===== src/core/ldsr_params.svh =====
`ifndef LDSR_PARAMS_SVH
`define LDSR_PARAMS_SVH

// ****************************************************************
// Register offsets
// ****************************************************************
`define LDSR_CH4_DUTY_LOW_A   8'h1D
`define LDSR_CH4_DUTY_HIGH_A  8'h1E
`define LDSR_CH4_DUTY_LOW_B   8'h20
`define LDSR_CH4_DUTY_HIGH_B  8'h21
`define LDSR_CH5_CURRENT_A    8'h22
`define LDSR_CH5_DUTY_LOW_A   8'h23
`define LDSR_CH5_DUTY_HIGH_A  8'h24
`define LDSR_CH5_CURRENT_B    8'h25
`define LDSR_CH5_DUTY_LOW_B   8'h26
`define LDSR_CH5_DUTY_HIGH_B  8'h27
`define LDSR_CH6_CURRENT_A    8'h28
`define LDSR_CH6_DUTY_LOW_A   8'h29
`define LDSR_CH6_DUTY_HIGH_A  8'h2A
`define LDSR_CH6_CURRENT_B    8'h2B
`define LDSR_CH6_DUTY_LOW_B   8'h2C
`define LDSR_CH6_DUTY_HIGH_B  8'h2D
`define LDSR_CH7_CURRENT_A    8'h2E
`define LDSR_CH7_CURRENT_B    8'h31

// ****************************************************************
// Field positions
// ****************************************************************
`define LDSR_LOW_NIB_MSB      3
`define LDSR_CODE_MSB         5

// ****************************************************************
// Reset values
// ****************************************************************
`define LDSR_LOW_NIB_RST      4'hF
`define LDSR_HIGH_BYTE_RST    8'hFF
`define LDSR_CODE_RST         6'h3F
`define LDSR_DUTY_RST         12'hFFF
`define LDSR_RDATA_RST        8'h00

`endif


===== src/core/ldsr_pkg.sv =====
package ldsr_pkg;

    // ************************************************************
    // Types
    // ************************************************************
    typedef logic [7:0]  ldsr_byte_t;
    typedef logic [3:0]  ldsr_nib_t;
    typedef logic [5:0]  ldsr_code_t;
    typedef logic [11:0] ldsr_duty_t;

    // ************************************************************
    // Alias address match
    // ************************************************************
    function automatic logic ldsr_hit(input ldsr_byte_t addr,
                                      input ldsr_byte_t off_a,
                                      input ldsr_byte_t off_b);
        ldsr_hit = (addr == off_a) || (addr == off_b);
    endfunction

endpackage


===== src/core/ldsr_wr_if.sv =====
`timescale 1ns/1ps
`default_nettype none

interface ldsr_wr_if;
    logic              wr_en;
    ldsr_pkg::ldsr_byte_t addr;
    ldsr_pkg::ldsr_byte_t wdata;

    modport src (output wr_en, output addr, output wdata);
    modport dst (input wr_en, input addr, input wdata);
endinterface

`default_nettype wire


===== src/core/ldsr_duty_chan.sv =====
`timescale 1ns/1ps
`default_nettype none
`include "ldsr_params.svh"

module ldsr_duty_chan #(
    parameter logic [7:0] LOW_A  = 8'h00,
    parameter logic [7:0] LOW_B  = 8'h00,
    parameter logic [7:0] HIGH_A = 8'h00,
    parameter logic [7:0] HIGH_B = 8'h00
) (
    input  wire logic            clk,
    input  wire logic            nrst,
    ldsr_wr_if.dst               bus,
    output var  ldsr_pkg::ldsr_nib_t  low_nibble,
    output var  ldsr_pkg::ldsr_byte_t high_byte,
    output var  ldsr_pkg::ldsr_duty_t duty
);

    // ************************************************************
    // Duty storage
    // ************************************************************
    ldsr_pkg::ldsr_nib_t  low_q,  low_d;
    ldsr_pkg::ldsr_byte_t high_q, high_d;
    ldsr_pkg::ldsr_duty_t duty_q, duty_d;
    logic                 low_wr;
    logic                 high_wr;

    assign low_wr  = bus.wr_en && ldsr_pkg::ldsr_hit(bus.addr, LOW_A, LOW_B);
    assign high_wr = bus.wr_en && ldsr_pkg::ldsr_hit(bus.addr, HIGH_A, HIGH_B);

    always_comb begin
        low_d  = low_q;
        high_d = high_q;
        duty_d = duty_q;
        if (low_wr) begin
            low_d = bus.wdata[`LDSR_LOW_NIB_MSB:0];
        end
        if (high_wr) begin
            high_d = bus.wdata;
            duty_d = {bus.wdata, low_q};
        end
    end

    always_ff @(posedge clk or negedge nrst) begin
        if (!nrst) begin
            low_q  <= `LDSR_LOW_NIB_RST;
            high_q <= `LDSR_HIGH_BYTE_RST;
            duty_q <= `LDSR_DUTY_RST;
        end else begin
            low_q  <= low_d;
            high_q <= high_d;
            duty_q <= duty_d;
        end
    end

    assign low_nibble = low_q;
    assign high_byte  = high_q;
    assign duty       = duty_q;
endmodule

`default_nettype wire


===== src/core/ldsr_cur_chan.sv =====
`timescale 1ns/1ps
`default_nettype none
`include "ldsr_params.svh"

module ldsr_cur_chan #(
    parameter logic [7:0] CUR_A = 8'h00,
    parameter logic [7:0] CUR_B = 8'h00
) (
    input  wire logic            clk,
    input  wire logic            nrst,
    ldsr_wr_if.dst               bus,
    output var  ldsr_pkg::ldsr_code_t code
);

    // ************************************************************
    // Analog code storage
    // ************************************************************
    ldsr_pkg::ldsr_code_t code_q, code_d;
    logic                 cur_wr;

    assign cur_wr = bus.wr_en && ldsr_pkg::ldsr_hit(bus.addr, CUR_A, CUR_B);

    always_comb begin
        code_d = code_q;
        if (cur_wr) begin
            code_d = bus.wdata[`LDSR_CODE_MSB:0];
        end
    end

    always_ff @(posedge clk or negedge nrst) begin
        if (!nrst) begin
            code_q <= `LDSR_CODE_RST;
        end else begin
            code_q <= code_d;
        end
    end

    assign code = code_q;
endmodule

`default_nettype wire


===== src/core/ldsr_top.sv =====
//Summary of operation
// - Low register holds duty bits 3:0, reset ones
// - High register holds duty bits 11:4, reset ones
// - Low write pends; high write updates duty
// - Analog code bits 5:0, reset ones
// - Low register bits 7:4 read zero
// - Current register bits 7:6 read zero
// - Channel 4 duty at 1D/20 and 1E/21
// - Channel 5 at 22/25, 23/26, 24/27
// - Channel 6 at 28/2B, 29/2C, 2A/2D
// - Channel 7 current at 2E and 31
// - Channel 7 code bits 5:0, reset ones
`timescale 1ns/1ps
`default_nettype none
`include "ldsr_params.svh"

module ldsr_top (
    input  wire logic        CLK_IN,
    input  wire logic        NRST_IN,
    input  wire logic        WR_EN_IN,
    input  wire logic        RD_EN_IN,
    input  wire logic [7:0]  ADDR_IN,
    input  wire logic [7:0]  WDATA_IN,
    output logic      [7:0]  RDATA_OUT,
    output logic             RVALID_OUT,
    output logic      [11:0] CH4_DUTY_OUT,
    output logic      [11:0] CH5_DUTY_OUT,
    output logic      [11:0] CH6_DUTY_OUT,
    output logic      [5:0]  CH5_CODE_OUT,
    output logic      [5:0]  CH6_CODE_OUT,
    output logic      [5:0]  CH7_CODE_OUT
);

    // ************************************************************
    // Write carrier
    // ************************************************************
    ldsr_wr_if wr_bus ();

    assign wr_bus.wr_en = WR_EN_IN;
    assign wr_bus.addr  = ADDR_IN;
    assign wr_bus.wdata = WDATA_IN;

    // ************************************************************
    // Channel storage
    // ************************************************************
    ldsr_pkg::ldsr_nib_t  ch4_duty_low_nibble;
    ldsr_pkg::ldsr_nib_t  ch5_duty_low_nibble;
    ldsr_pkg::ldsr_nib_t  ch6_duty_low_nibble;
    ldsr_pkg::ldsr_byte_t ch4_duty_high_byte;
    ldsr_pkg::ldsr_byte_t ch5_duty_high_byte;
    ldsr_pkg::ldsr_byte_t ch6_duty_high_byte;
    ldsr_pkg::ldsr_duty_t ch4_duty;
    ldsr_pkg::ldsr_duty_t ch5_duty;
    ldsr_pkg::ldsr_duty_t ch6_duty;
    ldsr_pkg::ldsr_code_t ch5_analog_code;
    ldsr_pkg::ldsr_code_t ch6_analog_code;
    ldsr_pkg::ldsr_code_t ch7_analog_code;

    ldsr_duty_chan #(
        .LOW_A  (`LDSR_CH4_DUTY_LOW_A),
        .LOW_B  (`LDSR_CH4_DUTY_LOW_B),
        .HIGH_A (`LDSR_CH4_DUTY_HIGH_A),
        .HIGH_B (`LDSR_CH4_DUTY_HIGH_B)
    ) u_ch4_duty (
        .clk        (CLK_IN),
        .nrst       (NRST_IN),
        .bus        (wr_bus),
        .low_nibble (ch4_duty_low_nibble),
        .high_byte  (ch4_duty_high_byte),
        .duty       (ch4_duty)
    );

    ldsr_duty_chan #(
        .LOW_A  (`LDSR_CH5_DUTY_LOW_A),
        .LOW_B  (`LDSR_CH5_DUTY_LOW_B),
        .HIGH_A (`LDSR_CH5_DUTY_HIGH_A),
        .HIGH_B (`LDSR_CH5_DUTY_HIGH_B)
    ) u_ch5_duty (
        .clk        (CLK_IN),
        .nrst       (NRST_IN),
        .bus        (wr_bus),
        .low_nibble (ch5_duty_low_nibble),
        .high_byte  (ch5_duty_high_byte),
        .duty       (ch5_duty)
    );

    ldsr_duty_chan #(
        .LOW_A  (`LDSR_CH6_DUTY_LOW_A),
        .LOW_B  (`LDSR_CH6_DUTY_LOW_B),
        .HIGH_A (`LDSR_CH6_DUTY_HIGH_A),
        .HIGH_B (`LDSR_CH6_DUTY_HIGH_B)
    ) u_ch6_duty (
        .clk        (CLK_IN),
        .nrst       (NRST_IN),
        .bus        (wr_bus),
        .low_nibble (ch6_duty_low_nibble),
        .high_byte  (ch6_duty_high_byte),
        .duty       (ch6_duty)
    );

    ldsr_cur_chan #(
        .CUR_A (`LDSR_CH5_CURRENT_A),
        .CUR_B (`LDSR_CH5_CURRENT_B)
    ) u_ch5_cur (
        .clk  (CLK_IN),
        .nrst (NRST_IN),
        .bus  (wr_bus),
        .code (ch5_analog_code)
    );

    ldsr_cur_chan #(
        .CUR_A (`LDSR_CH6_CURRENT_A),
        .CUR_B (`LDSR_CH6_CURRENT_B)
    ) u_ch6_cur (
        .clk  (CLK_IN),
        .nrst (NRST_IN),
        .bus  (wr_bus),
        .code (ch6_analog_code)
    );

    ldsr_cur_chan #(
        .CUR_A (`LDSR_CH7_CURRENT_A),
        .CUR_B (`LDSR_CH7_CURRENT_B)
    ) u_ch7_cur (
        .clk  (CLK_IN),
        .nrst (NRST_IN),
        .bus  (wr_bus),
        .code (ch7_analog_code)
    );

    assign CH4_DUTY_OUT = ch4_duty;
    assign CH5_DUTY_OUT = ch5_duty;
    assign CH6_DUTY_OUT = ch6_duty;
    assign CH5_CODE_OUT = ch5_analog_code;
    assign CH6_CODE_OUT = ch6_analog_code;
    assign CH7_CODE_OUT = ch7_analog_code;

    // ************************************************************
    // Read decode
    // ************************************************************
    ldsr_pkg::ldsr_byte_t rd_sel;
    ldsr_pkg::ldsr_byte_t rdata_q, rdata_d;
    logic                 rvalid_q, rvalid_d;

    always_comb begin
        rd_sel = `LDSR_RDATA_RST;
        if (ldsr_pkg::ldsr_hit(ADDR_IN, `LDSR_CH4_DUTY_LOW_A,
                               `LDSR_CH4_DUTY_LOW_B)) begin
            rd_sel = {4'h0, ch4_duty_low_nibble};
        end else if (ldsr_pkg::ldsr_hit(ADDR_IN, `LDSR_CH4_DUTY_HIGH_A,
                                        `LDSR_CH4_DUTY_HIGH_B)) begin
            rd_sel = ch4_duty_high_byte;
        end else if (ldsr_pkg::ldsr_hit(ADDR_IN, `LDSR_CH5_CURRENT_A,
                                        `LDSR_CH5_CURRENT_B)) begin
            rd_sel = {2'h0, ch5_analog_code};
        end else if (ldsr_pkg::ldsr_hit(ADDR_IN, `LDSR_CH5_DUTY_LOW_A,
                                        `LDSR_CH5_DUTY_LOW_B)) begin
            rd_sel = {4'h0, ch5_duty_low_nibble};
        end else if (ldsr_pkg::ldsr_hit(ADDR_IN, `LDSR_CH5_DUTY_HIGH_A,
                                        `LDSR_CH5_DUTY_HIGH_B)) begin
            rd_sel = ch5_duty_high_byte;
        end else if (ldsr_pkg::ldsr_hit(ADDR_IN, `LDSR_CH6_CURRENT_A,
                                        `LDSR_CH6_CURRENT_B)) begin
            rd_sel = {2'h0, ch6_analog_code};
        end else if (ldsr_pkg::ldsr_hit(ADDR_IN, `LDSR_CH6_DUTY_LOW_A,
                                        `LDSR_CH6_DUTY_LOW_B)) begin
            rd_sel = {4'h0, ch6_duty_low_nibble};
        end else if (ldsr_pkg::ldsr_hit(ADDR_IN, `LDSR_CH6_DUTY_HIGH_A,
                                        `LDSR_CH6_DUTY_HIGH_B)) begin
            rd_sel = ch6_duty_high_byte;
        end else if (ldsr_pkg::ldsr_hit(ADDR_IN, `LDSR_CH7_CURRENT_A,
                                        `LDSR_CH7_CURRENT_B)) begin
            rd_sel = {2'h0, ch7_analog_code};
        end
    end

    always_comb begin
        rvalid_d = RD_EN_IN;
        rdata_d  = rdata_q;
        if (RD_EN_IN) begin
            rdata_d = rd_sel;
        end
    end

    always_ff @(posedge CLK_IN or negedge NRST_IN) begin
        if (!NRST_IN) begin
            rdata_q  <= `LDSR_RDATA_RST;
            rvalid_q <= 1'b0;
        end else begin
            rdata_q  <= rdata_d;
            rvalid_q <= rvalid_d;
        end
    end

    assign RDATA_OUT  = rdata_q;
    assign RVALID_OUT = rvalid_q;
endmodule

`default_nettype wire


===== config.mk =====
export PLATFORM = sky130hd
export DESIGN_NAME = ldsr_top
export DESIGN_NICKNAME = d
export VERILOG_FILES = /design/src/core/ldsr_pkg.sv /design/src/core/ldsr_wr_if.sv /design/src/core/ldsr_duty_chan.sv /design/src/core/ldsr_cur_chan.sv /design/src/core/ldsr_top.sv
export VERILOG_INCLUDE_DIRS = /design/src /design/src/core
export SDC_FILE = /design/constraint.sdc
export NUM_CORES = 1
export LEC_CHECK = 0
export ABC_AREA = 1
export BUFFER_PORTS_ARGS = -buffer_cell sky130_fd_sc_hd__buf_2
export CORE_UTILIZATION = 52
export CTS_CLUSTER_DIAMETER = 80
export DETAILED_ROUTE_END_ITERATION = 8
export PLACE_DENSITY = 0.78
export SETUP_SLACK_MARGIN = 0.3
export SYNTH_ARGS = -nofsm -noshare
export SYNTH_HDL_FRONTEND = slang
export SYNTH_SLANG_ARGS = --single-unit

===== constraint.sdc =====
create_clock -name CLK_IN -period 1.1 [get_ports CLK_IN]
set_input_delay 0.055 -clock CLK_IN [delete_from_list [all_inputs] [get_ports CLK_IN]]
set_output_delay 0.055 -clock CLK_IN [all_outputs]
set_load 0.05 [all_outputs]

==> run summary, run 1 <==
status - stopped before the end
Exit stage - global routing
Err - [ERROR DPL-0038] Utilization greater than 100%, impossible to legalize
GPL Wtd Cong - 0.842
Yosys top cell area share - 50.1%
Area after DPL - 0.00425 sq mm
I/O pin total - 83
syn avg cell area - 8.47 sq um
Port-buffer cells - 82
Syn. warnings - 0
Clock Tree Root - clkbuf_8
Syn Nets - 429
top cells by count, synth - nand2_1, dfstp_2, o21ai_0, inv_1, nor2_1
Clock Tree Buf Depth - 2
count leader, synth - nand2_1
placed insts - 581
sequential area share after synthesis - 56.6%
initial cell density of the core - 54.2%
Async S/R FF share, synth - 100%
Rows - 29
Die W - 83.6 um
Post-synth EDFFs - 0
Sink Count - 75
mapped cell area - 0.00346 sq mm
number of synthesized register bits - 75
Yosys cell types - 25
HPWL Detailed - 6390 um
CTS H-tree depth - 3
largest net degree at the start of global routing - 76
Worst EP kind - register data pin
CTS buffer count - 9
Die Ht - 83.6 um
Crit. endpoint post-GRT repair - RDATA_OUT[1]$_DFFE_PN0P_/D
largest cells by area after synthesis - dfstp_2, nand2_1, o21ai_0
ys flop type - dfstp_2
post-synthesis instance total - 409
dominant cell type by area after synthesis - dfstp_2
logic make-up after synthesis:
logic type,count (synthesis),synth area share [%]
buffers and inverters,47,5.82
flip-flops,75,56.6
AO/OA/AOI/OAI,75,11.2
AND/OR/NAND/NOR,208,24.9
multiplexers,4,1.52
stage by stage:
step | setup slack (ns) | util, % | hold slack (ns) | TNS, ns
4_1_cts | -0.0984 | 97.5 | 0.0855 | -1.89
3_3_place_gp | -0.277 | 66.5 | 0.116 | -13.91
3_5_place_dp | -0.329 | 66.5 | 0.121 | -15.85
2_1_floorplan | -0.0830 | - | -0.241 | -0.297
what timing repair did:
item | CTS
gates resized for setup | 363
cloned | 7
buffers inserted | 37
endpoints found under the hold margin | 24
hold buffers | 9
pin swaps | 41
setup endpoints to repair | 137
==> run 2, diff against run 1 <==
CORE_UTILIZATION = 37   (was 52)
CTS_CLUSTER_DIAMETER = default   (was 80)
PLACE_DENSITY = default   (was 0.78)
PLACE_DENSITY_LB_ADDON = 0.15   (was default)
SETUP_SLACK_MARGIN = default   (was 0.3)
==> run 2 against run 1 <==
Effect of this change:
- the flow now finishes, with violations (setup timing)
- synthesized area did not move
- synthesized cell count did not move
==> run summary, run 2 <==
placed insts - 619 (+6.5%)
CTS tree - built
layout cells sized above 1 - 47.0%
status - finished with violations
Detailed Route Iter0 Violations - 167
Final Max Slew Viols - 0
Port-buffer cells - 82 (unchanged)
post-route ant nets - 0
largest cells by area after synthesis - dfstp_2, nand2_1, o21ai_0
GPL Wtd Cong - 0.864 (+2.6%)
post-route insts no fill - 674
fillers - 741
Setup CP Type - flip-flop to output port
Worst-Skew Late Latency - 0.34 ns
Buf/Inv on CP - 2
crit path DAT - 1.13 ns
most frequent cells in the layout - nand2_1, dfstp_2, o21ai_0, buf_8, buf_4
total grt overflow - 0
syn avg cell area - 8.47 sq um (unchanged)
post-synthesis instance total - 409 (unchanged)
drt wl/cell - 15.2 um
finished layout cell area - 0.00540 sq mm
Syn-to-layout area delta - 55.8%
Final Cycle Share - 108%
Clock Tree Buf Depth - 2 (unchanged)
RSZ-0062 raised after global routing - true
Static Leak - 2.52 nW
HPWL Detailed - 7310 um (+14%)
Ant. Diodes - 0
r2r endpoint - RDATA_OUT[0]$_DFFE_PN0P_
drt drc - 0
top cells by count, synth - nand2_1, dfstp_2, o21ai_0, inv_1, nor2_1
number of synthesized register bits - 75 (unchanged)
Die Ht - 98.8 um (+18%)
fmax - 842 MHz
Async S/R FF share, synth - 100% (unchanged)
Crit. Startpoint - u_ch6_duty.duty[4]$_DFFE_PN1P_
Crit path largest cell delay - 0.56 ns
number of max-cap violations - 0
largest net degree at the start of global routing - 35
Peak VDD IR - 0.748 mV
Final Util - 60.7%
core area - 0.00889 sq mm
Sink Count - 75 (unchanged)
Clock Tree Root - clkbuf_8
R2R setup slack - -0.07 ns
ys flop type - dfstp_2
CP Depth - 2
Crit path max-delay family - flip-flops
CTS clock-pin slew for the worst setup and hold paths - 0.08 ns
Rows - 34 (+17%)
Worst R2R Start - u_ch6_duty.duty[4]$_DFFE_PN1P_
initial antenna violation count - 0
I/O pin total - 83 (unchanged)
1st-pass router iterations - 5
worst hold path class - input pin to flip-flop
Worst setup EP type - output port
Total GRT Usage - 22.2%
final wirelength - 10,200 um
CP max-delay cell - dfstp_2
Yosys cell types - 25 (unchanged)
crit-path cells - buf_6 -> buf_8
Avg Vias per Cell - 4.89
vias - 3,295
R2R cell count - 7
sequential area share after synthesis - 56.6% (unchanged)
# setup viols final - 36
final worst slack - -0.0882 ns
most common cell after layout, fill and taps aside - nand2_1
die area - 0.00975 sq mm
critical-path maximum fanout - 2
Rel. slew slack - 70.8%
Critical Path Source Type - flip-flop
mapped cell area - 0.00346 sq mm (unchanged)
Post-synth EDFFs - 0 (unchanged)
vias in the first global route - 3,283
Critical Path RT - 1.04 ns
Worst Setup EP - CH6_DUTY_OUT[4]
Final nets - 582
CTS H-tree depth - 3 (unchanged)
Yosys top cell area share - 50.1% (unchanged)
Syn. warnings - 0 (unchanged)
pwr dens - 1330 mW/mm^2
Area after DPL - 0.00428 sq mm (+0.74%)
Syn Nets - 429 (unchanged)
Hold Vio Cnt, Final - 0
Die W - 98.8 um (+18%)
dominant cell type by area after synthesis - dfstp_2
failing checks - setup timing
Final Critical Period - 1.19 ns
initial cell density of the core - 39.0% (-15 points)
CTS buffer count - 9 (unchanged)
first-pass GRT wire length - 16,600 um
clock skew - 0.00875 ns
count leader, synth - nand2_1
Slew @ Worst Pin - 0.437 ns
run 2: cell counts after synthesis:
Identical to the previous run, type by type.
run 2: final cells by class:
cell class | count | area, sq um | area share (%)
Clock buffer | 9 | 124 | 2.30
Clock inverter | 6 | 57.6 | 1.07
Inverter | 34 | 145 | 2.69
Multi-Input combinational cell | 287 | 1360 | 25.3
Sequential cell | 75 | 1960 | 36.3
Tap cell | 108 | 135 | 2.50
Timing Repair Buffer | 155 | 1610 | 29.8
run 2: kinds of logic after synthesis:
| kind of cell | after synthesis | synth area share (%) |
|---|---|---|
| multiplexers | 4 | 1.52 |
| flip-flops | 75 | 56.6 |
| AO/OA/AOI/OAI | 75 | 11.2 |
| AND/OR/NAND/NOR | 208 | 24.9 |
| buffers and inverters | 47 | 5.82 |
run 2: per-stage QoR:
stage | worst slack [ns] | total power, mW | setup TNS, ns | hold slack, ns
floorplan | -0.0830 | 4.16 | -0.197 | -0.241
global placement | -0.387 | 4.60 | -14.65 | 0.0225
global route | -0.132 | 7.44 | -3.08 | 0.0752
detailed placement | -0.437 | 4.62 | -16.98 | 0.0245
CTS | -0.0945 | 7.17 | -1.58 | 0.0801
finish | -0.0882 | 7.16 | -0.851 | 0.0750
run 2: routing by layer:
| layer | wire length (um) | GRT usage, % |
|---|---|---|
| met1 | 4750 | 29.6 |
| met2 | 4980 | 36.7 |
| met3 | 407 | 5.11 |
| met4 | 104 | 5.40 |
| met5 | 0 | 0 |
run 2: how the worst min path moves through the flow:
stage | startpoint | endpoint | slack [ns] | cells after the start
after detailed placement | NRST_IN | RDATA_OUT[6]$_DFFE_PN0P_ | 0.02 | 1
after CTS | WDATA_IN[5] | u_ch4_duty.duty[9]$_DFFE_PN1P_ | 0.08 | 3
after floorplan | NRST_IN | RDATA_OUT[0]$_DFFE_PN0P_ | -0.24 | 0
after global placement | NRST_IN | RDATA_OUT[4]$_DFFE_PN0P_ | 0.02 | 1
final | WDATA_IN[4] | u_ch4_duty.duty[8]$_DFFE_PN1P_ | 0.08 | 3
after global routing | WDATA_IN[5] | u_ch4_duty.duty[9]$_DFFE_PN1P_ | 0.08 | 3
run 2: timing repair:
action,in CTS,in global routing
hold buffers,8,0
setup endpoints to repair,62,93
hold endpoints to repair,29,0
gates resized for setup,168,19
buffers inserted,28,5
pin swaps,0,5
run 2: power by group:
part / total, mW / switching, mW / internal [mW]
clock network: 2.02 / 1.00 / 1.02
logic: 1.81 / 1.04 / 0.762
registers: 3.34 / 0.208 / 3.13
run 2: tightest hold or removal path, delay by kind of cell:
family,cells,cell delay [ns]
AO/OA/AOI/OAI,1,0.11
buffers and inverters,2,0.24
Note: power is estimated with default switching activity, not from simulation.
==> run 3, diff against run 2 <==
ABC_AREA = default   (was 1)
BUFFER_PORTS_ARGS = default   (was -buffer_cell sky130_fd_sc_hd__buf_2)
DONT_BUFFER_PORTS = 1   (was default)
PLACE_DENSITY_LB_ADDON = default   (was 0.15)
==> run 3 against run 2 <==
Effect of this change:
- the run ends with hold timing, setup timing left
- maximum frequency down 30%
- hold slack worse by 0.69 ns
- combinational power is 13% higher
- cell count fell by 3.3%
- global-route usage increased by 1.3 points
- critical path depth is 4 higher
- register-to-register slack worse by 0.54 ns
- clock skew rose by 0.0015 ns
- worst setup slack worse by 0.52 ns
- non-clock buffer count is 5 higher
- largest cell class is now multi-input combinational cells
- largest power group unchanged
- highest routed layer unchanged
==> run summary, run 3 <==
status - finished with violations
failing checks - hold timing, setup timing
Final Cycle Share - 155% (+47 points)
GPL Wtd Cong - 0.846 (-2.1%)
# setup viols final - 80 (+120%)
Crit path max-delay family - compound AO/OA/AOI/OAI gates
Worst setup EP type - flip-flop
ys flop type - dfstp_2
Die W - 107 um (+8.5%)
Clock Tree Buf Depth - 2 (unchanged)
total grt overflow - 0 (unchanged)
mapped cell area - 0.00409 sq mm (+18%)
die area - 0.0115 sq mm (+18%)
CP max-delay cell - dfstp_2
Peak VDD IR - 0.757 mV (+1.3%)
Final Max Slew Viols - 0 (unchanged)
M3 GR Usage - 5.11% (unchanged)
Syn. warnings - 0 (unchanged)
Rows - 38 (+12%)
Worst R2R Start - u_ch6_cur.code[0]$_DFFE_PN1P_
setup TNS - -5.96 ns (-5.11 ns)
Area after DPL - 0.00525 sq mm (+23%)
Slew @ Worst Pin - 0.636 ns (+0.199 ns)
Buf/Inv on CP - 0 (-2)
Setup CP Type - flip-flop to flip-flop
crit-path cells - o21ai_1 -> a221o_1 -> a31oi_1 -> a21oi_1 -> a211o_1 -> a221oi_2
Async S/R FF share, synth - 100% (unchanged)
Syn-to-layout area delta - 55.7% (about the same)
fillers - 867 (+17%)
I/O pin total - 83 (unchanged)
critical-path maximum fanout - 2 (unchanged)
syn avg cell area - 11.4 sq um (+35%)
multi-input logic area - 0.00229 sq mm (+68%)
number of max-cap violations - 0 (unchanged)
Detailed Route Iter0 Violations - 279 (+67%)
r2r endpoint - RDATA_OUT[0]$_DFFE_PN0P_
R2R cell count - 6 (-1)
Critical Path Source Type - flip-flop
final wirelength - 13,000 um (+27%)
Crit path largest cell delay - 0.54 ns (-0.02 ns)
count leader, synth - dfstp_2
layout cells sized above 1 - 68.0% (+21 points)
Avg Vias per Cell - 5.57 (+14%)
Total GRT Usage - 23.5% (+1.3 points)
1st-pass router iterations - 4 (-1)
Critical Path RT - 1.36 ns (+0.32 ns)
Worst-Skew Late Latency - 0.36 ns (+0.02 ns)
initial antenna violation count - 0 (unchanged)
sequential area share after synthesis - 47.9% (-8.7 points)
Static Leak - 2.75 nW (+9.1%)
initial cell density of the core - 37.9% (-1.0 points)
Final Hold Slack - -0.612 ns (-0.687 ns)
most common cell after layout, fill and taps aside - buf_4
clock skew - 0.0102 ns (+0.00148 ns)
final worst slack - -0.607 ns (-0.519 ns)
post-route ant nets - 0 (unchanged)
Die Ht - 107 um (+8.5%)
Final Critical Period - 1.71 ns (+0.519 ns)
sw frac - 32.3% (+0.83 points)
CTS H-tree depth - 3 (unchanged)
Yosys top cell area share - 42.4% (-7.7 points)
Syn Nets - 378 (-12%)
number of synthesized register bits - 75 (unchanged)
finished layout cell area - 0.00637 sq mm (+18%)
pwr dens - 1160 mW/mm^2 (-13%)
CP Depth - 6 (+4)
CTS tree - built
first-pass GRT wire length - 20,200 um (+22%)
post-synthesis instance total - 358 (-12%)
crit path DAT - 1.97 ns (+0.84 ns)
Clk pwr share - 27.0% (-1.2 points)
Ant. Diodes - 0 (unchanged)
most frequent cells in the layout - buf_4, dfstp_2, buf_8, mux2_2, mux2_4
vias - 3,632 (+10%)
internal power - 4.99 mW (+1.7%)
RSZ-0062 raised after global routing - true
R2R setup slack - -0.61 ns (-0.54 ns)
Final nets - 527 (-9.5%)
GR Util met1 - 30.4% (+0.88 points)
M2 GR Usage - 38.5% (+1.8 points)
HPWL Detailed - 8810 um (+21%)
# hold bufs at CTS - 10 (+2)
Net Sw Power - 2.38 mW (+5.7%)
Port-buffer cells - 0 (-100%)
Clock Tree Root - clkbuf_8
Post-synth EDFFs - 0 (unchanged)
CTS buffer count - 9 (unchanged)
placed insts - 598 (-3.4%)
largest cells by area after synthesis - dfstp_2, mux2_2, dfrtp_1
drt wl/cell - 19.9 um (+31%)
Rel. slew slack - 57.6% (-13 points)
Comb power frac - 27.8% (+2.6 points)
dominant cell type by area after synthesis - dfstp_2
Yosys cell types - 62 (+150%)
Final Util - 59.1% (-1.6 points)
fmax - 586 MHz (-30%)
Hold Vio Cnt, Final - 90 (+90)
CTS clock-pin slew for the worst setup and hold paths - 0.08 ns (about the same)
Register Area - 0.00196 sq mm (unchanged)
largest net degree at the start of global routing - 76 (+120%)
top cells by count, synth - dfstp_2, mux2_2, nand2_1, a21oi_1
worst hold path class - input pin to async pin
vias in the first global route - 3,686 (+12%)
Most Used Layer, Global Route - met2
core area - 0.0108 sq mm (+21%)
Seq pwr share - 45.2% (-1.4 points)
Sink Count - 75 (unchanged)
drt drc - 0 (unchanged)
post-route insts no fill - 652 (-3.3%)
==> run 3: cell count changes after synthesis, moves of 10 or more <==
cell / before / now
nand2_1: 156 / 29
mux2_2: 2 / 54
o21ai_0: 62 / 16
inv_1: 30 / 7
a21oi_1: 11 / 26
nand4_1: 11 / 1
==> run 3: cell type report <==
type	count	area share (%)
inverters	8	0.471
clock inverters	5	0.589
clock buffers	11	2.22
well taps	140	2.75
flip-flops and latches	75	30.7
repair buffers	160	27.3
multi-input cells	253	36.0
==> run 3: layer usage <==
layer	part of all wire (%)	vias to the layer above
met4	1.5	0
li1	-	1654
met3	6.2	17
met5	0	-
met2	51	139
met1	42	1822
==> run 3: kinds of logic after synthesis <==
kind of cell / share of synthesized area (%)
XOR/XNOR: 0.214
flip-flops: 47.9
AND/OR/NAND/NOR: 12.8
buffers and inverters: 3.97
multiplexers: 18.8
AO/OA/AOI/OAI: 15.4
adder cells (fa/ha/maj): 0.978
==> run 3: through the flow <==
step / power (mW) / setup WS (ns)
floorplan: 4.42 / -0.730
global placement: 4.86 / -0.544
detailed placement: 4.89 / -0.586
CTS: 7.36 / -0.569
global route: 7.64 / -0.698
finish: 7.38 / -0.607
==> run 3: worst max-delay path by stage <==
stage	start	end	slack [ns]
detailed placement	u_ch6_duty.duty[4]$_DFFE_PN1P_	RDATA_OUT[0]$_DFFE_PN0P_	-0.59
finish	u_ch6_cur.code[0]$_DFFE_PN1P_	RDATA_OUT[0]$_DFFE_PN0P_	-0.61
floorplan	u_ch6_cur.code[0]$_DFFE_PN1P_	RDATA_OUT[0]$_DFFE_PN0P_	-0.73
global placement	u_ch6_duty.duty[4]$_DFFE_PN1P_	RDATA_OUT[0]$_DFFE_PN0P_	-0.54
global route	u_ch6_cur.code[0]$_DFFE_PN1P_	RDATA_OUT[0]$_DFFE_PN0P_	-0.70
CTS	u_ch6_cur.code[0]$_DFFE_PN1P_	RDATA_OUT[0]$_DFFE_PN0P_	-0.57
==> run 3: repair_timing <==
action	CTS	global route
endpoints found under the setup margin	84	115
buffers inserted	20	9
cloned	1	0
resized for setup	134	32
pin swaps	15	29
hold endpoints to repair	142	100
==> run 3: worst reg2reg max path, delay by kind of cell, from the launching register on <==
family / cells / cell delay [ns]
AOI/OAI and AO/OA: 6 / 1.08
DFF: 1 / 0.54
==> run 3: power groups by stage <==
stage / Sequential (mW) / Combinational (mW) / Clock, mW
floorplan: 3.89 / 0.527 / 0
global placement: 3.32 / 1.54 / 0
detailed placement: 3.33 / 1.56 / 0
CTS: 3.33 / 1.98 / 2.05
global route: 3.36 / 2.15 / 2.13
finish: 3.33 / 2.05 / 1.99
==> run 4, diff against run 3 <==
clock period = 1.6 ns   (was 1.1 ns; I/O delays follow)
==> run 4 against run 3 <==
Effect of this change:
- the flow still finishes with violations (hold timing, setup timing)
- first-iteration DRC count decreased by 18%
- clock power decreased by 24%
- flip-flop and latch count unchanged
- highest routed layer unchanged
==> run summary, run 4 (synthesis results as in run 3) <==
status - finished with violations
failing checks - hold timing, setup timing
placed insts - 537 (-10%)
post-route ant nets - 0 (unchanged)
Net Sw Power - 1.54 mW (-35%)
Avg Vias per Cell - 5.76 (+3.3%)
Seq pwr share - 49.4% (+4.2 points)
largest net degree at the start of global routing - 76 (unchanged)
first-pass GRT wire length - 18,200 um (-10%)
R2R cell count - 6 (unchanged)
Port-buffer cells - 0 (unchanged)
Ant. Diodes - 0 (unchanged)
Total GRT Usage - 21.2% (-2.3 points)
worst hold path class - input pin to async pin
Detailed Route Iter0 Violations - 229 (-18%)
most common cell after layout, fill and taps aside - dfstp_2
final wirelength - 11,700 um (-9.9%)
Buf/Inv on CP - 0 (unchanged)
post-route insts no fill - 564 (-13%)
fillers - 993 (+15%)
Comb power frac - 18.8% (-9.0 points)
R2R setup slack - -0.11 ns (+0.50 ns)
Worst R2R Start - u_ch6_cur.code[0]$_DFFE_PN1P_
pwr dens - 962 mW/mm^2 (-17%)
Final Max Slew Viols - 0 (unchanged)
most frequent cells in the layout - dfstp_2, buf_4, mux2_2, nand2_1, a21oi_1
Die W - 107 um (unchanged)
GPL Wtd Cong - 0.899 (+6.3%)
CTS tree - built
drt drc - 0 (unchanged)
critical-path maximum fanout - 2 (unchanged)
Clock Tree Root - clkbuf_8
Worst setup EP type - flip-flop
Setup CP Type - flip-flop to flip-flop
CP max-delay cell - dfstp_2
Static Leak - 2.08 nW (-24%)
initial antenna violation count - 0 (unchanged)
layout cells sized above 1 - 52.6% (-15 points)
RSZ-0062 raised after global routing - true
Rel. slew slack - 58.6% (+1.0 points)
number of max-cap violations - 0 (unchanged)
Die Ht - 107 um (unchanged)
Final Util - 45.6% (-13 points)
Peak VDD IR - 0.446 mV (-41%)
multi-input logic area - 0.00198 sq mm (-14%)
Sink Count - 75 (unchanged)
core area - 0.0108 sq mm (unchanged)
Final Hold Slack - -0.591 ns (+0.0210 ns)
Register Area - 0.00196 sq mm (unchanged)
Rows - 38 (unchanged)
Final Critical Period - 1.71 ns (+0.00277 ns)
CTS H-tree depth - 3 (unchanged)
drt wl/cell - 20.7 um (+4.2%)
crit path DAT - 1.99 ns (+0.02 ns)
sw frac - 32.6% (+0.27 points)
Syn-to-layout area delta - 20.3%
total grt overflow - 0 (unchanged)
r2r endpoint - RDATA_OUT[0]$_DFFE_PN0P_
# setup viols final - 1 (-99%)
Slew @ Worst Pin - 0.621 ns (-0.0150 ns)
final worst slack - -0.110 ns (+0.497 ns)
vias - 3,247 (-11%)
CTS buffer count - 9 (unchanged)
Worst-Skew Late Latency - 0.37 ns (about the same)
internal power - 3.19 mW (-36%)
fmax - 585 MHz (-0.16%)
clock skew - 0.00893 ns (-0.00129 ns)
Hold Vio Cnt, Final - 75 (-17%)
Critical Path Source Type - flip-flop
Critical Path RT - 1.88 ns (+0.52 ns)
# hold bufs at CTS - 11 (+1)
Pwr Total - 4.74 mW (-36%)
initial cell density of the core - 37.9% (unchanged)
HPWL Detailed - 8420 um (-4.5%)
Final Cycle Share - 107% (-48 points)
CTS clock-pin slew for the worst setup and hold paths - 0.09 ns (about the same)
Crit path largest cell delay - 0.54 ns (about the same)
1st-pass router iterations - 5 (+1)
Clock Tree Buf Depth - 2 (unchanged)
crit-path cells - o21ai_2 -> a221o_1 -> a31oi_1 -> a21oi_1 -> a211o_1 -> a221oi_2
Final nets - 439 (-17%)
vias in the first global route - 3,296 (-11%)
Crit path max-delay family - compound AO/OA/AOI/OAI gates
I/O pin total - 83 (unchanged)
Clk pwr share - 31.8% (+4.8 points)
die area - 0.0115 sq mm (unchanged)
run 4: cell type report:
cell class / count / area share, %
Sequential cell: 75 / 39.8
Tap cell: 140 / 3.56
Clock inverter: 7 / 1.52
Clock buffer: 9 / 2.52
Inverter: 8 / 0.610
Multi-Input combinational cell: 252 / 40.3
Timing Repair Buffer: 73 / 11.7
run 4: power by group through the flow:
stage	registers (mW)	logic (mW)	clock network, mW
CTS	2.34	0.891	1.55
global placement	2.36	0.824	0
global route	2.36	0.935	1.62
finish	2.34	0.891	1.51
detailed placement	2.37	0.837	0
floorplan	2.67	0.316	0
run 4: what timing repair did:
item                       4_1_cts  5_1_grt
pin swaps                        1        0
gates cloned                     0        0
setup endpoints to repair        1        4
setup buffers                    0        0
resized for setup                1        3
hold endpoints to repair       138       75
run 4: how the worst max path moves through the flow:
stage	end	from	cells past startpoint	slack (ns)
after floorplan	RDATA_OUT[0]$_DFFE_PN0P_	u_ch6_cur.code[0]$_DFFE_PN1P_	6	-0.23
after global placement	RDATA_OUT[0]$_DFFE_PN0P_	u_ch6_duty.duty[4]$_DFFE_PN1P_	6	-0.10
after detailed placement	RDATA_OUT[0]$_DFFE_PN0P_	u_ch6_duty.duty[4]$_DFFE_PN1P_	6	-0.15
after CTS	RDATA_OUT[0]$_DFFE_PN0P_	u_ch6_cur.code[0]$_DFFE_PN1P_	6	-0.11
after global routing	RDATA_OUT[0]$_DFFE_PN0P_	u_ch6_cur.code[0]$_DFFE_PN1P_	6	-0.16
final	RDATA_OUT[0]$_DFFE_PN0P_	u_ch6_cur.code[0]$_DFFE_PN1P_	6	-0.11
run 4: per-layer routing:
metal  up-vias  GRT usage (%)  routed length [um]
li1       1467              -                   -
met1      1619           27.6                5100
met2       132           32.7                5330
met3        29           5.59                 916
met4         0           9.78                 349
met5         -              0                   0
run 4: stage by stage:
| stage | TNS [ns] | hold slack [ns] | instance area, sq um | worst slack, ns |
|---|---|---|---|---|
| 6_report | -0.110 | -0.591 | 4920 | -0.110 |
| 5_1_grt | -0.165 | -0.616 | 4920 | -0.165 |
| 4_1_cts | -0.110 | -0.616 | 4920 | -0.110 |
| 3_5_place_dp | -1.63 | -0.210 | 4600 | -0.146 |
| 3_3_place_gp | -1.44 | -0.209 | 4600 | -0.104 |
| 2_1_floorplan | -0.230 | -0.216 | 4090 | -0.230 |
